===== config.mk =====
export PLATFORM = sky130hd
export DESIGN_NAME = agd_top
export DESIGN_NICKNAME = d
export VERILOG_FILES = /design/src/rtl/agd_pkg.sv /design/src/rtl/agd_sync_if.sv /design/src/rtl/agd_dig_out.sv /design/src/rtl/agd_sync.sv /design/src/rtl/agd_top.sv
export SDC_FILE = /design/constraint.sdc
export NUM_CORES = 1
export LEC_CHECK = 0
export BUFFER_PORTS_ARGS = -buffer_cell sky130_fd_sc_hd__buf_2
export CORE_MARGIN = 4
export CORE_UTILIZATION = 35
export DETAILED_ROUTE_END_ITERATION = 6
export PLACE_DENSITY_LB_ADDON = 0.08
export SYNTH_ARGS = -nofsm -noshare
export SYNTH_HDL_FRONTEND = slang
export SYNTH_SLANG_ARGS = --single-unit
export TNS_END_PERCENT = 5

===== constraint.sdc =====
create_clock -name ref_clk_in -period 2.85 [get_ports ref_clk_in]
set_input_delay 0.4275 -clock ref_clk_in [delete_from_list [all_inputs] [get_ports ref_clk_in]]
set_output_delay 0.4275 -clock ref_clk_in [all_outputs]
set_load 0.01 [all_outputs]

===== src/rtl/agd_pkg.sv =====
/*
 package for the acquisition gate digital i/o block: register map, fields, reset values.
 assumes a 32-bit avalon-mm slave with word addressing by byte address.
*/
package agd_pkg;
    localparam int agd_addr_width = 6;
    localparam logic [5:0] agd_ctrl_addr = 6'h00;
    localparam logic [5:0] agd_cmd_addr = 6'h04;
    localparam logic [5:0] agd_value_addr = 6'h08;
    localparam logic [5:0] agd_state_addr = 6'h0c;
    localparam logic [5:0] agd_irq_status_addr = 6'h10;
    localparam logic [5:0] agd_irq_mask_addr = 6'h14;
    localparam int agd_ctrl_status_mode = 0;
    localparam int agd_ctrl_stop_count_mode = 1;
    localparam int agd_ctrl_invert = 2;
    localparam int agd_ctrl_ext_trig_en = 3;
    localparam int agd_ctrl_gate_start = 4;
    localparam int agd_ctrl_clear_on_start = 5;
    localparam int agd_ctrl_drop_gate_on_stop = 6;
    localparam int agd_ctrl_group_stop = 7;
    localparam int agd_ctrl_gate_low_sw = 8;
    localparam int agd_ctrl_width = 9;
    localparam int agd_cmd_start = 0;
    localparam int agd_cmd_stop = 1;
    localparam int agd_cmd_preset = 2;
    localparam int agd_irq_started = 0;
    localparam int agd_irq_stopped = 1;
    localparam int agd_irq_preset = 2;
    localparam int agd_irq_width = 3;
    localparam logic [31:0] agd_unmapped_data = 32'h0000_0000;
    localparam logic [7:0] agd_value_reset = 8'h00;
    typedef enum logic [1:0] {agd_idle_type_s, agd_armed_s, agd_run_s} agd_state_type;
endpackage


===== src/rtl/agd_sync_if.sv =====
/*
 interface carrying synchronised trigger and gate levels and their edges.
 assumes producer and consumer share ref_clk_in.
*/
`timescale 1ns/1ps
interface agd_sync_if;
    logic trig_level;
    logic trig_fall;
    logic trig_rise;
    logic gate_level;
    logic gate_fall;
    logic gate_rise;
    modport source (output trig_level, trig_fall, trig_rise, gate_level, gate_fall, gate_rise);
    modport sink (input trig_level, trig_fall, trig_rise, gate_level, gate_fall, gate_rise);
endinterface


===== src/rtl/agd_dig_out.sv =====
/*
 open-drain output stage for the digital output port.
 assumes a pull-up outside; the pin is only driven low.
*/
`timescale 1ns/1ps
module agd_dig_out #(
    parameter int width = 8
) (
    input wire logic ref_clk_in,
    input wire logic reset_n_in,
    input wire logic [width-1:0] level_in,
    output logic [width-1:0] pin_out,
    output logic [width-1:0] pin_oe_out
);
    import agd_pkg::*;
    always_ff @(posedge ref_clk_in or negedge reset_n_in) begin
        if (!reset_n_in) begin
            pin_oe_out <= '0;
        end else begin
            pin_oe_out <= ~level_in;
        end
    end
    assign pin_out = '0;
endmodule


===== src/rtl/agd_sync.sv =====
/*
 two-flop synchronisers and edge detectors for trigger and gate pins.
 assumes asynchronous pin inputs and one clock.
*/
`timescale 1ns/1ps
module agd_sync (
    input wire logic ref_clk_in,
    input wire logic reset_n_in,
    input wire logic trig_pin_in,
    input wire logic gate_pin_in,
    agd_sync_if.source sync_out
);
    import agd_pkg::*;
    logic [1:0] trig_sync;
    logic [1:0] gate_sync;
    logic trig_last;
    logic gate_last;

    always_ff @(posedge ref_clk_in or negedge reset_n_in) begin
        if (!reset_n_in) begin
            trig_sync <= 2'h3;
            // gate line idles high on its pull-up
            gate_sync <= 2'h3;
        end else begin
            trig_sync <= {trig_sync[0], trig_pin_in};
            gate_sync <= {gate_sync[0], gate_pin_in};
        end
    end

    always_ff @(posedge ref_clk_in or negedge reset_n_in) begin
        if (!reset_n_in) begin
            trig_last <= 1'b1;
            gate_last <= 1'b1;
        end else begin
            trig_last <= trig_sync[1];
            gate_last <= gate_sync[1];
        end
    end

    assign sync_out.trig_level = trig_sync[1];
    assign sync_out.trig_fall = trig_last & ~trig_sync[1];
    assign sync_out.trig_rise = ~trig_last & trig_sync[1];
    assign sync_out.gate_level = gate_sync[1];
    assign sync_out.gate_fall = gate_last & ~gate_sync[1];
    assign sync_out.gate_rise = ~gate_last & gate_sync[1];
endmodule


===== src/rtl/agd_top.sv =====
/*
 acquisition gate digital i/o: status / stop-count output, external trigger
 and gate start control, gate drop on preset stop, group stop, avalon-mm registers.
 assumes pins are asynchronous and a pull-up sits on each open-drain pin.
*/
`timescale 1ns/1ps
module agd_top #(
    parameter int value_width = 8
) (
    input wire logic ref_clk_in,
    input wire logic reset_n_in,
    input wire logic [agd_pkg::agd_addr_width-1:0] avs_address_in,
    input wire logic avs_read_in,
    input wire logic avs_write_in,
    input wire logic [31:0] avs_writedata_in,
    input wire logic [3:0] avs_byteenable_in,
    output logic [31:0] avs_readdata_out,
    output logic avs_waitrequest_out,
    input wire logic external_trigger_input_in,
    input wire logic gate_pin_in,
    output logic gate_pin_out,
    output logic gate_pin_oe_out,
    input wire logic sweep_preset_in,
    input wire logic group_preset_in,
    output logic group_preset_out,
    output logic [value_width-1:0] dig_pin_out,
    output logic [value_width-1:0] dig_pin_oe_out,
    output logic acquire_enable_out,
    output logic clear_data_out,
    output logic irq_out
);
    import agd_pkg::*;

    agd_sync_if sync_bus ();
    agd_state_type state;
    agd_state_type next_state;
    logic [agd_ctrl_width-1:0] ctrl;
    logic [value_width-1:0] stop_count_output;
    logic [agd_irq_width-1:0] irq_status;
    logic [agd_irq_width-1:0] irq_mask;
    logic ack;
    logic wr_hit;
    logic cmd_start;
    logic cmd_stop;
    logic cmd_preset;
    logic preset_hit;
    logic start_event;
    logic stop_event;
    logic ctrl_invert;
    logic trig_active;
    logic trig_start;
    logic trig_end;
    logic gate_forced_low;
    logic [value_width-1:0] out_level;
    logic [agd_irq_width-1:0] irq_set;

    function automatic logic [31:0] agd_merge(input logic [31:0] old_val,
            input logic [31:0] new_val, input logic [3:0] be);
        logic [31:0] res;
        res = old_val;
        for (int i = 0; i < 4; i++) begin
            if (be[i]) begin
                res[i*8 +: 8] = new_val[i*8 +: 8];
            end
        end
        return res;
    endfunction

    agd_sync u_sync (
        .ref_clk_in(ref_clk_in),
        .reset_n_in(reset_n_in),
        .trig_pin_in(external_trigger_input_in),
        .gate_pin_in(gate_pin_in),
        .sync_out(sync_bus.source)
    );

    // one wait cycle per access, answer on the second edge
    always_ff @(posedge ref_clk_in or negedge reset_n_in) begin
        if (!reset_n_in) begin
            ack <= 1'b0;
        end else begin
            ack <= (avs_read_in | avs_write_in) & ~ack;
        end
    end
    assign avs_waitrequest_out = (avs_read_in | avs_write_in) & ~ack;
    assign wr_hit = avs_write_in & ack;

    always_ff @(posedge ref_clk_in or negedge reset_n_in) begin
        if (!reset_n_in) begin
            avs_readdata_out <= agd_unmapped_data;
        end else if (avs_read_in & ~ack) begin
            case (avs_address_in)
                agd_ctrl_addr: avs_readdata_out <= 32'(ctrl);
                agd_value_addr: avs_readdata_out <= 32'(stop_count_output);
                agd_state_addr: avs_readdata_out <= {29'h0, gate_forced_low,
                    state == agd_armed_s, state == agd_run_s};
                agd_irq_status_addr: avs_readdata_out <= 32'(irq_status);
                agd_irq_mask_addr: avs_readdata_out <= 32'(irq_mask);
                default: avs_readdata_out <= agd_unmapped_data;
            endcase
        end
    end

    always_ff @(posedge ref_clk_in or negedge reset_n_in) begin
        if (!reset_n_in) begin
            ctrl <= '0;
        end else if (wr_hit && avs_address_in == agd_ctrl_addr) begin
            ctrl <= agd_ctrl_width'(agd_merge(32'(ctrl), avs_writedata_in, avs_byteenable_in));
        end
    end

    always_ff @(posedge ref_clk_in or negedge reset_n_in) begin
        if (!reset_n_in) begin
            irq_mask <= '0;
        end else if (wr_hit && avs_address_in == agd_irq_mask_addr && avs_byteenable_in[0]) begin
            irq_mask <= avs_writedata_in[agd_irq_width-1:0];
        end
    end

    assign cmd_start = wr_hit && avs_address_in == agd_cmd_addr && avs_byteenable_in[0]
        && avs_writedata_in[agd_cmd_start];
    assign cmd_stop = wr_hit && avs_address_in == agd_cmd_addr && avs_byteenable_in[0]
        && avs_writedata_in[agd_cmd_stop];
    assign cmd_preset = wr_hit && avs_address_in == agd_cmd_addr && avs_byteenable_in[0]
        && avs_writedata_in[agd_cmd_preset];

    assign ctrl_invert = ctrl[agd_ctrl_invert];
    // selected start source, active low after invert
    assign trig_active = ctrl[agd_ctrl_gate_start] ?
        (sync_bus.gate_level ~^ ctrl_invert) : (sync_bus.trig_level ~^ ctrl_invert);
    assign trig_start = ctrl[agd_ctrl_gate_start] ?
        (ctrl_invert ? sync_bus.gate_rise : sync_bus.gate_fall) :
        (ctrl_invert ? sync_bus.trig_rise : sync_bus.trig_fall);
    assign trig_end = ~trig_active;

    // group preset comes from another module through a pin
    logic [1:0] group_sync;
    always_ff @(posedge ref_clk_in or negedge reset_n_in) begin
        if (!reset_n_in) begin
            group_sync <= 2'h0;
        end else begin
            group_sync <= {group_sync[0], group_preset_in};
        end
    end
    logic [1:0] preset_sync;
    always_ff @(posedge ref_clk_in or negedge reset_n_in) begin
        if (!reset_n_in) begin
            preset_sync <= 2'h0;
        end else begin
            preset_sync <= {preset_sync[0], sweep_preset_in};
        end
    end
    logic preset_last;
    always_ff @(posedge ref_clk_in or negedge reset_n_in) begin
        if (!reset_n_in) begin
            preset_last <= 1'b0;
        end else begin
            preset_last <= preset_sync[1];
        end
    end
    logic local_preset;
    assign local_preset = (preset_sync[1] & ~preset_last) | cmd_preset;
    assign preset_hit = local_preset | (ctrl[agd_ctrl_group_stop] & group_sync[1]);

    always_ff @(posedge ref_clk_in or negedge reset_n_in) begin
        if (!reset_n_in) begin
            group_preset_out <= 1'b0;
        end else begin
            group_preset_out <= ctrl[agd_ctrl_group_stop] & local_preset;
        end
    end

    always_comb begin
        next_state = state;
        case (state)
            agd_idle_type_s: begin
                if (cmd_start) begin
                    if (ctrl[agd_ctrl_ext_trig_en] | ctrl[agd_ctrl_gate_start]) begin
                        next_state = agd_armed_s;
                    end else begin
                        next_state = agd_run_s;
                    end
                end
            end
            agd_armed_s: begin
                if (cmd_stop) begin
                    next_state = agd_idle_type_s;
                end else if (trig_start) begin
                    next_state = agd_run_s;
                end
            end
            agd_run_s: begin
                if (cmd_stop) begin
                    next_state = agd_idle_type_s;
                end else if (preset_hit) begin
                    next_state = agd_idle_type_s;
                end else if ((ctrl[agd_ctrl_ext_trig_en] | ctrl[agd_ctrl_gate_start])
                        && trig_end) begin
                    next_state = agd_armed_s;
                end
            end
            default: next_state = agd_idle_type_s;
        endcase
    end

    always_ff @(posedge ref_clk_in or negedge reset_n_in) begin
        if (!reset_n_in) begin
            state <= agd_idle_type_s;
        end else begin
            state <= next_state;
        end
    end

    assign start_event = (state != agd_run_s) && (next_state == agd_run_s);
    assign stop_event = (state == agd_run_s) && (next_state != agd_run_s);

    // clear pulse one cycle before acquisition enable rises
    always_ff @(posedge ref_clk_in or negedge reset_n_in) begin
        if (!reset_n_in) begin
            clear_data_out <= 1'b0;
        end else begin
            clear_data_out <= start_event & ((state == agd_armed_s)
                | ctrl[agd_ctrl_clear_on_start]);
        end
    end

    logic running_q;
    always_ff @(posedge ref_clk_in or negedge reset_n_in) begin
        if (!reset_n_in) begin
            running_q <= 1'b0;
        end else begin
            running_q <= (state == agd_run_s);
        end
    end

    // events only while gate open
    assign acquire_enable_out = running_q & (state == agd_run_s) & sync_bus.gate_level
        & ~gate_forced_low;

    always_ff @(posedge ref_clk_in or negedge reset_n_in) begin
        if (!reset_n_in) begin
            gate_forced_low <= 1'b0;
        end else if (start_event) begin
            gate_forced_low <= 1'b0;
        end else if (stop_event && preset_hit && ctrl[agd_ctrl_drop_gate_on_stop]) begin
            gate_forced_low <= 1'b1;
        end
    end
    assign gate_pin_out = 1'b0;
    assign gate_pin_oe_out = gate_forced_low | ctrl[agd_ctrl_gate_low_sw];

    always_ff @(posedge ref_clk_in or negedge reset_n_in) begin
        if (!reset_n_in) begin
            stop_count_output <= agd_value_reset;
        end else if (stop_event && ctrl[agd_ctrl_stop_count_mode]) begin
            stop_count_output <= stop_count_output + 1'b1;
        end else if (wr_hit && avs_address_in == agd_value_addr && avs_byteenable_in[0]) begin
            stop_count_output <= avs_writedata_in[value_width-1:0];
        end
    end

    always_comb begin
        out_level = '0;
        if (ctrl[agd_ctrl_stop_count_mode]) begin
            out_level = stop_count_output;
        end else if (ctrl[agd_ctrl_status_mode]) begin
            out_level = {value_width{state == agd_run_s}};
        end
        if (ctrl_invert) begin
            out_level = ~out_level;
        end
    end

    agd_dig_out #(.width(value_width)) u_dig_out (
        .ref_clk_in(ref_clk_in),
        .reset_n_in(reset_n_in),
        .level_in(out_level),
        .pin_out(dig_pin_out),
        .pin_oe_out(dig_pin_oe_out)
    );

    assign irq_set = {preset_hit & stop_event, stop_event, start_event};
    always_ff @(posedge ref_clk_in or negedge reset_n_in) begin
        if (!reset_n_in) begin
            irq_status <= '0;
        end else if (wr_hit && avs_address_in == agd_irq_status_addr && avs_byteenable_in[0]) begin
            irq_status <= (irq_status & ~avs_writedata_in[agd_irq_width-1:0]) | irq_set;
        end else begin
            irq_status <= irq_status | irq_set;
        end
    end

    always_ff @(posedge ref_clk_in or negedge reset_n_in) begin
        if (!reset_n_in) begin
            irq_out <= 1'b0;
        end else begin
            irq_out <= |(irq_status & irq_mask);
        end
    end
endmodule


# --- Yosys cells after proc, flatten, opt, wreduce, memory -nomap -nowiden ---
# Index checks and enable logic that the tools add are counted.
totals:
  register_bits: 82
  output_inout_bits: 55
  wordCells: 116
classes:
  n_addsub: 1
  n_eq_ne: 10
  mux: 21
  bitwise_logic: 38
  reduce_logical: 25
ops:
  columns: ["op", "n"]
  rows:
  - ["one-hot mux 9 bit (5 select lines)", 1]
  - ["2-to-1 mux 8 bit", 5]
  - ["logical AND 1 bit", 18]
  - ["inverter 8 bit", 2]
  - ["bitwise AND 1 bit", 15]
  - ["2-to-1 mux 2 bit", 7]
  - ["equality test 6 x 4 -> 1 bit, second input constant", 2]
  - ["equality test 6 x 5 -> 1 bit, second input constant", 2]
  - ["adder 8 x 1 -> 8 bit, second input constant", 1]
  - ["inverter 1 bit", 8]
  - ["bitwise AND 3 bit", 2]
  - ["equality test 6 x 3 -> 1 bit, second input constant", 1]
  - ["logical NOT 6 bit", 1]
  - ["2-to-1 mux 1 bit", 6]
  - ["bitwise OR 1 bit", 6]
  - ["bitwise OR 3 bit", 2]
  - ["one-hot mux 2 bit (3 select lines)", 1]
  - ["equality test 2 bit, second input constant", 2]
  - ["inequality test 2 bit, second input constant", 2]
  - ["AND reduction 2 bit", 2]
  - ["nonzero test 2 bit", 2]
  - ["2-to-1 mux 3 bit", 1]
  - ["inverter 3 bit", 1]
  - ["OR reduction 3 bit", 1]
  - ["3 further kinds", 4]

# --- Logic depth before layout (Yosys ltp) ---
# Gate-level depths: netlist of run 1.
depth:
  ltp_word: 15
  ltp_mapped: 7
  mapped_depth_nobuf: 6

# --- Cells and area by module ---
# A second synthesis of run 1 with hierarchy kept.
unflattened:
  hier_cells: 285
  hier_area_um2: 3014.1
by_module_without_submodules:
  columns: ["mod", "n_inst", "cells_per_inst", "area_each_um2"]
  rows:
  - ["agd_top", 1, 250, 2527.4]
  - ["agd_dig_out", 1, 25, 294.0]
  - ["agd_sync", 1, 10, 192.7]

# --- Worst setup path after synthesis of run 1 ---
# Ideal clock, no wire load.
synth_path:
  path_type: "input -> register"
  startpoint: "in avs_address_in[3] (netlist name)"
  endpoint: "reg stop_count_output[2]"
  setup_time_ns: 0.120
  arrival_ns: 1.957
  path_slack_ns: 0.774
  cell_stages: 5
  path_buffers: 0
  path_cell_list: "nor4_4 > nand4_1 > a41o_1 > or4_1 > and3_1"
synth_via:
  elab_chain_cells: 13
synth_rtl:
  columns: ["element", "line_no", "rtl"]
  rows:
  - ["from (decl)", "agd_top.sv:12", "input wire logic [agd_pkg::agd_addr_width-1:0] avs_address_in,"]
  - ["equality test 6 x 3 -> 1 bit", "agd_top.sv:120, agd_top.sv:122, agd_top.sv:124", null]
  - ["logical AND 1 bit (2 in a row)", "agd_top.sv:120, agd_top.sv:122, agd_top.sv:124", null]
  - ["logical AND 1 bit", "agd_top.sv:125", "&& avs_writedata_in[agd_cmd_preset];"]
  - ["bitwise OR 1 bit", "agd_top.sv:162", "assign local_preset = (preset_sync[1] & ~preset_last) | cmd_preset;"]
  - ["bitwise OR 1 bit", "agd_top.sv:163", "assign preset_hit = local_preset | (ctrl[agd_ctrl_group_stop] & group_sync[1]);"]
  - ["2-to-1 mux 2 bit", "agd_top.sv:195", "end else if (preset_hit) begin"]
  - ["2-to-1 mux 2 bit", "agd_top.sv:193", "if (cmd_stop) begin"]
  - ["one-hot mux 2 bit (3 select lines)", "agd_top.sv:175", "case (state)"]
  - ["inequality test 2 bit", "agd_top.sv:215", "assign stop_event = (state == agd_run_s) && (next_state != agd_run_s);"]
  - ["logical AND 1 bit", "agd_top.sv:215", null]
  - ["logical AND 1 bit", "agd_top.sv:255", "end else if (stop_event && ctrl[agd_ctrl_stop_count_mode]) begin"]
  - ["2-to-1 mux 8 bit / nonzero test 2 bit (equally long branches)", null, null]
  - ["to (signal assigned)", "agd_top.sv:254", "stop_count_output <= agd_value_reset;"]
  - ["to (signal assigned)", "agd_top.sv:256", "stop_count_output <= stop_count_output + 1'b1;"]
  - ["to (signal assigned)", "agd_top.sv:258", "stop_count_output <= avs_writedata_in[value_width-1:0];"]
  - ["to (decl)", "agd_top.sv:38", "logic [value_width-1:0] stop_count_output;"]
# Several ways; a longest one is shown, not always the timed one.
# A chain may end at the register's enable or synchronous reset.

# --- Worst setup path in the final report of run 1 ---
layout_path:
  startpoint: "reg ctrl[4]"
  endpoint: "reg stop_count_output[2]"
layout_via:
  elab_chain_cells: 11
layout_rtl:
  columns: ["element", "line_no", "rtl"]
  rows:
  - ["from (decl)", "agd_top.sv:37", "logic [agd_ctrl_width-1:0] ctrl;"]
  - ["from (signal assigned)", "agd_top.sv:108", "ctrl <= agd_ctrl_width'(agd_merge(32'(ctrl), avs_writedata_in, avs_byteenable_in));"]
  - ["2-to-1 mux 1 bit", "agd_top.sv:129", "assign trig_active = ctrl[agd_ctrl_gate_start] ?"]
  - ["inverter 1 bit", "agd_top.sv:134", "assign trig_end = ~trig_active;"]
  - ["logical AND 1 bit", "agd_top.sv:198", "&& trig_end) begin"]
  - ["2-to-1 mux 2 bit", "agd_top.sv:197", "end else if ((ctrl[agd_ctrl_ext_trig_en] | ctrl[agd_ctrl_gate_start])"]
  - ["2-to-1 mux 2 bit", "agd_top.sv:195", null]
  - ["2-to-1 mux 2 bit", "agd_top.sv:193", null]
  - ["one-hot mux 2 bit (3 select lines) (*)", "agd_top.sv:175", null]
  - ["inequality test 2 bit (*)", "agd_top.sv:215", null]
  - ["logical AND 1 bit (*)", "agd_top.sv:215", null]
  - ["logical AND 1 bit (*)", "agd_top.sv:255", null]
  - ["2-to-1 mux 8 bit / nonzero test 2 bit (equally long branches)", null, null]
# Every way passes the cells marked *; elsewhere a longest branch is shown, timed or not.

==> summary.txt, run 1 <==
Synth
  – Gate Count Post-Synth: a little under 300
  – Cell taking the most area after synthesis: dfrtp_1
  – Cell Area, Synth: approximately 3000 um2
  – Yosys top cell area share: 44.1%
  – Top cells by area, synth: dfrtp_1, buf_4, dfstp_2
  – Post-synth EDFFs: 0
  – Synth async-reset ratio: between 90% and 100%
  – Synth warn: 0
  – Primary FF master, synth: dfrtp_1
  – Synth Area per Inst: about 10 um2
  – Register bit total from synthesis: roughly 60
  – Yosys cell types: 54
  – Seq/Total Area, Yosys: slightly below 50%

Place
  – Placed Instance Area: 3240 um2
  – DPL Wire Length: 5070 um
  – Port bufs: 47
  – Final GP Congestion: slightly below 0.8

Drt
  – Routed WL: ~6800 um
  – DR WL/cell: roughly 15 um
  – Post-DR vias/cell: a little under 5
  – Drc violations: 0
  – Routed vias: 2,212
  – Routed Antenna Nets: 0
  – Pre-antenna DRT Iters: 4
  – DR iter-0 viols: between 100 and 150

Pwr
  – Sequential Power Share: roughly half
  – Leakage: 1.58 nW
  – Switching Power: between 0.4 and 0.5 mW
  – Final Power: 1.86 mW
  – Sw frac: between 20% and 30%
  – PwrDens: roughly 540 nW/um2
  – Clock Power Share: between 40 and 50%
  – Internal Pwr Total: between 1 and 1.5 mW
  – Worst VDD drop: a little over 0.4 mV
  – Comb pwr share: a little under a tenth

Floorplan
  – Die area: a little over 10,000 um2
  – I/O pins: approximately 110
  – Die Ht: ~100 um
  – Die width: between 100 and 150 um
  – # rows: 33
  – Initial Utilization: 36.2%
  – Core ar.: approximately 8300 um2

Clocking
  – Clk buf depth: 2
  – Clk sinks: 59
  – CTS tree: built
  – Hold Buf Count CTS: 0
  – Clk slew on worst S/H paths: roughly 0.070 ns
  – Post CTS Setup Buffer Count: 0
  – H-tree depth: 3
  – Clk Latency, worst-skew pair: 0.34 ns
  – Post-CTS Resized: 0
  – CTS Buf Count: 9
  – CTS Root Cell: clkbuf_8

Critical path
  – Reg-to-Reg Start: ctrl[4]
  – CP arrival: about 2.5 ns
  – CP endpoint kind: flop
  – Worst Path Max Fanout: 9
  – Internal reg-to-reg setup slack: roughly 0.61 ns
  – CP Class: flop to flop
  – WP data required: 3.08 ns
  – Worst reg2reg endpoint: stop_count_output[2]
  – Type of origin of the critical path: flop
  – Worst r2r path cells: 5

STA
  – Fin crit period: 2.24 ns
  – Final Hold Fails: 0
  – Worst-Margin Slew: just over 0.6 ns
  – Fin Setup TNS: 0 ns
  – Headroom to the max-slew limit: between 50% and 60%
  – Highest clock rate: 447 MHz
  – Part of the cycle the worst path needs: between 70% and 80%
  – # setup viols final: 0
  – WHS: slightly below 0.08 ns
  – Clock skew: between 0.008 and 0.009 ns
  – RSZ-0062 raised after global routing: false
  – Max Slew Vio Count: 0

Layout
  – Area grow syn2layout: 14.3%
  – Number of inserted diodes: 0
  – Commonest non-fill, non-tap cell in the layout: dfrtp_1
  – Most frequent cells in the layout: dfrtp_1, buf_2, conb_1
  – Fin nets: approximately 390
  – Final Cell Area: roughly 3400 um2
  – Share of layout cells above drive strength 1: a little over a quarter

Run
  – # Max-Cap Violations: 0

Worst hold path
  – Hold Crit Class: primary input to async pin

Global routing
  – Initial antenna violation count: 0
  – Total Routing Usage GR: 14.3%
  – First-pass GRT wire length: 11,200 um
  – Total gr overflow: 0
  – Vias in the first global route: about 2,100
  – Pin count of the biggest net entering global routing: 60

Run status
  – Status: finished clean
==> synthesized netlist by cell type (all sizes together), types with 6 or more instances <==
| master | count |
|---|---|
| a21oi | 7 |
| mux2i | 8 |
| nand4 | 8 |
| nand2 | 25 |
| buf | 37 |
| nand3 | 11 |
| nor2 | 17 |
| nor2b | 6 |
| dfstp | 6 |
| o21ai | 23 |
| dfrtp | 53 |
| xor2 | 8 |
| clkbuf | 6 |
| mux2 | 12 |
==> worst max path at each step <==
stage | endpoint | slack [ns] | cells past startpoint | from
after global routing | stop_count_output[2] | 0.50 | 5 | ctrl[4]
after detailed placement | stop_count_output[2] | 0.47 | 6 | avs_address_in[2]
after floorplan | stop_count_output[2] | 0.77 | 5 | avs_address_in[3]
after global placement | stop_count_output[2] | 0.48 | 6 | avs_address_in[2]
after CTS | stop_count_output[2] | 0.61 | 5 | ctrl[4]
final | stop_count_output[2] | 0.61 | 5 | ctrl[4]
==> through the flow <==
step,cells,worst slack (ns),utilization (%)
after global routing,452,0.501,41.4
after global placement,436,0.478,39.1
after detailed placement,436,0.466,39.1
after floorplan,323,0.774,-
after CTS,452,0.612,41.4
final,452,0.611,41.4
==> area by class of cell <==
type                       instances  area [um2]
fill                             870        4860
sequential                        59        1480
multi-input combinational        216        1330
timing repair buffer              51         278
clock buffer                      10         138
tap                              105         131
clock inverter                     6        55.1
inverter                           5        18.8
==> layer usage <==
metal	track usage [%]	vias up	share of wire, %
met3	4.50	4	6.1
li1	-	1075	-
met5	0	-	0
met1	20.0	1071	47
met2	21.2	62	46
met4	4.04	0	0.69
==> cells by family (layout without fill, tap and decap cells) <==
logic type	count (synthesis)	count (layout)	synth area share, %
buffers and inverters	48	72	10.2
DFF	59	59	49.4
AOI/OAI and AO/OA	62	62	13.5
muxes	21	21	7.91
and+or+nand+nor	92	92	16.2
xor gates and xnor gates	8	8	2.33
other	1	32	0.125
adders and majority gates	1	1	0.416
==> power by group through the flow <==
stage | Clock (mW) | Sequential, mW | Combinational [mW]
6_report | 0.751 | 0.933 | 0.179
5_1_grt | 0.811 | 0.940 | 0.204
4_1_cts | 0.778 | 0.933 | 0.182
3_5_place_dp | 0 | 0.948 | 0.182
3_3_place_gp | 0 | 0.949 | 0.180
2_1_floorplan | 0 | 0.935 | 0.137
==> registers in the layout (all words and copies together) (netlist names), 2 cells and up <==
register and count:
group_sync 2, ctrl 9, state 2, u_sync.gate_sync 2, u_sync.trig_sync 2, avs_readdata_out 9
u_dig_out.pin_oe_out 8, stop_count_output 8, irq_mask 3, preset_sync 2, irq_status 3
==> critical path, stage by stage (launching register included) <==
cell and delay, ns:
dfrtp_1 0.51, or3b_1 0.42, a32o_1 0.31, a41o_1 0.30, or4_1 0.42, and3_1 0.18
(Power assumes the default switching activity.)
==> run 2: changes to the inputs <==
==> constraint.sdc (replaced) <==
create_clock -name ref_clk_in -period 1.9 [get_ports ref_clk_in]
set_input_delay 0.285 -clock ref_clk_in [delete_from_list [all_inputs] [get_ports ref_clk_in]]
set_output_delay 0.285 -clock ref_clk_in [all_outputs]
set_load 0.01 [all_outputs]
==> run 2 against run 1 <==
  * The run now ends with negative setup slack left
  * Sequential cell count stayed put
  * Total power is 48% higher
  * Setup slack worse by 0.64 ns
  * Critical path type unchanged
  * Largest cell class unchanged
  * Largest power group unchanged
==> summary.txt, run 2 (synthesized netlist as in run 1, its figures left out) <==
Run status
  – Status: finished with violations
  – Failing checks: negative setup slack

Pwr
  – Final Power: between 2 and 3 mW
  – Worst VDD drop: between 0.3 and 0.4 mV
  – Sequential Power Share: roughly 50%
  – Sw frac: 27.1%
  – Clock Power Share: a little under two fifths
  – Comb pwr share: ~13%
  – Switching Power: 0.751 mW
  – PwrDens: 730 nW/um2
  – Internal Pwr Total: 2.02 mW
  – Leakage: 1.77 nW

Clocking
  – Clk Latency, worst-skew pair: around 0.35 ns
  – Clk sinks: 59
  – Clk buf depth: 2
  – CTS Root Cell: clkbuf_8
  – CTS tree: built
  – Clk slew on worst S/H paths: ~0.070 ns
  – CTS Buf Count: 9
  – H-tree depth: 3

Floorplan
  – Die area: around 10,000 um2
  – Initial Utilization: a little over a third
  – Die Ht: about 100 um
  – I/O pins: approximately 110
  – Core ar.: 8300 um2
  – # rows: 33
  – Die width: about 100 um

Layout
  – Number of inserted diodes: 0
  – Commonest non-fill, non-tap cell in the layout: dfrtp_1
  – Final non-filler cell total: ~490
  – Sequential Area: ~1500 um2
  – Area grow syn2layout: 26.1%
  – FILL cells: 815
  – Leading registers by flop count: avs_readdata_out x9, ctrl x9
  – Share of layout cells above drive strength 1: between 30% and 40%
  – Most frequent cells in the layout: dfrtp_1, buf_2, buf_4
  – Fin nets: 432
  – Area of the multi-input gates: between 1000 and 1500 um2

Drt
  – Routed WL: around 7500 um
  – Routed Antenna Nets: 0
  – DR WL/cell: 15.3 um
  – Drc violations: 0
  – DR iter-0 viols: 115
  – Post-DR vias/cell: 4.98
  – Routed vias: around 2,400
  – Pre-antenna DRT Iters: 4

Global routing
  – GRT Max-Usage Layer: met2
  – Total gr overflow: 0
  – Vias in the first global route: roughly 2,300
  – First-pass GRT wire length: between 10,000 and 15,000 um
  – Total Routing Usage GR: about 15%
  – M3 GR Usage: under 10%
  – Initial antenna violation count: 0
  – Pin count of the biggest net entering global routing: 60
  – M1 GR Usage: 21.6%
  – GR Util met2: roughly a quarter

Critical path
  – CP top delay family: simple AND/OR/NAND/NOR gates
  – Type of origin of the critical path: flop
  – WP data required: around 2.1 ns
  – Buf/Inv on CP: 0
  – CP arrival: between 2 and 2.5 ns
  – CP endpoint kind: flop
  – Crit-path max cell delay: ~0.4 ns
  – Worst Path Max Fanout: 7
  – CP max-delay cell: or4_4
  – CP Class: flop to flop
  – CP Cell Sequence: or3b_1 > a32o_2 > a41o_4 > or4_4 > and3_4

Place
  – Placed insts: around 470
  – Final GP Congestion: slightly below 0.8
  – DPL Wire Length: 5470 um
  – Port bufs: between 40 and 50

Run
  – # Max-Cap Violations: 0

STA
  – Final Hold Fails: 0
  – Max Slew Vio Count: 0
  – Min setup slack post-route: -0.0319 ns
  – RSZ-0062 raised after global routing: true
  – Fin crit period: 1.93 ns
  – Highest clock rate: 518 MHz
  – # setup viols final: 2
  – Clock skew: ~0.010 ns
  – Fin Setup TNS: -0.0355 ns
  – Part of the cycle the worst path needs: 102%

Worst hold path
  – Hold Crit Class: primary input to flop
-- run 2: cell count changes in the layout (fill, tap and decap cells not counted), sizes merged --
cell | before | now
clkbuf | 10 | 11
buf | 51 | 89
dlygate4sd3 | 0 | 1
clkinv | 5 | 4
clkinvlp | 0 | 1
bufinv | 1 | 0
-- run 2: timing repair --
| item | in CTS | in global routing |
|---|---|---|
| setup endpoints to repair | 6 | 7 |
| hold buffers | 1 | 0 |
| gates cloned | 1 | 0 |
| pin swaps | 3 | 7 |
| buffers inserted | 1 | 1 |
| endpoints found under the hold margin | 53 | 0 |
| resized for setup | 8 | 8 |
-- run 2: power groups by stage --
stage	registers [mW]	logic, mW	clock network [mW]
2_1_floorplan	1.40	0.208	0
3_3_place_gp	1.40	0.342	0
3_5_place_dp	1.40	0.343	0
4_1_cts	1.38	0.349	1.08
5_1_grt	1.39	0.389	1.13
6_report	1.38	0.352	1.03
-- run 2: cell type report --
type	count	area share (%)
clock buffers	11	4.00
clock inverters	5	0.727
inverters	5	0.496
multi-input cells	216	36.7
flip-flops and latches	59	39.2
well taps	105	3.47
repair buffers	90	15.4
-- run 2: worst reg2reg max path: stages, from the launching register on --
cell and delay (ns):
dfstp_2 0.38, or3b_1 0.36, a32o_2 0.29, a41o_4 0.24, or4_4 0.41, and3_4 0.15
-- run 2: final timing paths --
kind                                      startpoint                      end  slack [ns]  cells past startpoint
max reg2reg                      u_sync.trig_sync[1]     stop_count_output[2]       -0.03                      5
min in group asynchronous                 reset_n_in  u_dig_out.pin_oe_out[6]        0.48                      3
max in group asynchronous                 reset_n_in      u_sync.trig_sync[1]        1.09                      3
max                              u_sync.trig_sync[1]     stop_count_output[2]       -0.03                      5
min                        external_trigger_input_in      u_sync.trig_sync[0]        0.04                      1
min reg2reg                           preset_sync[0]           preset_sync[1]        0.35                      0
-- run 2: through the flow --
step	hold slack, ns	setup slack, ns	utilization (%)	cell area [um2]
4_1_cts	0.0251	-0.0258	45.2	3750
3_5_place_dp	0.321	-0.175	42.2	3510
5_1_grt	0.0277	-0.0726	45.6	3790
3_3_place_gp	0.320	-0.109	42.2	3510
2_1_floorplan	-0.0106	-0.105	-	3130
6_report	0.0429	-0.0319	45.6	3790
-- run 2: metal layers --
metal | routed length, um | vias to the layer above
met5 | 0 | -
met4 | 114 | 0
met3 | 519 | 12
met2 | 3350 | 78
met1 | 3540 | 1201
li1 | - | 1154
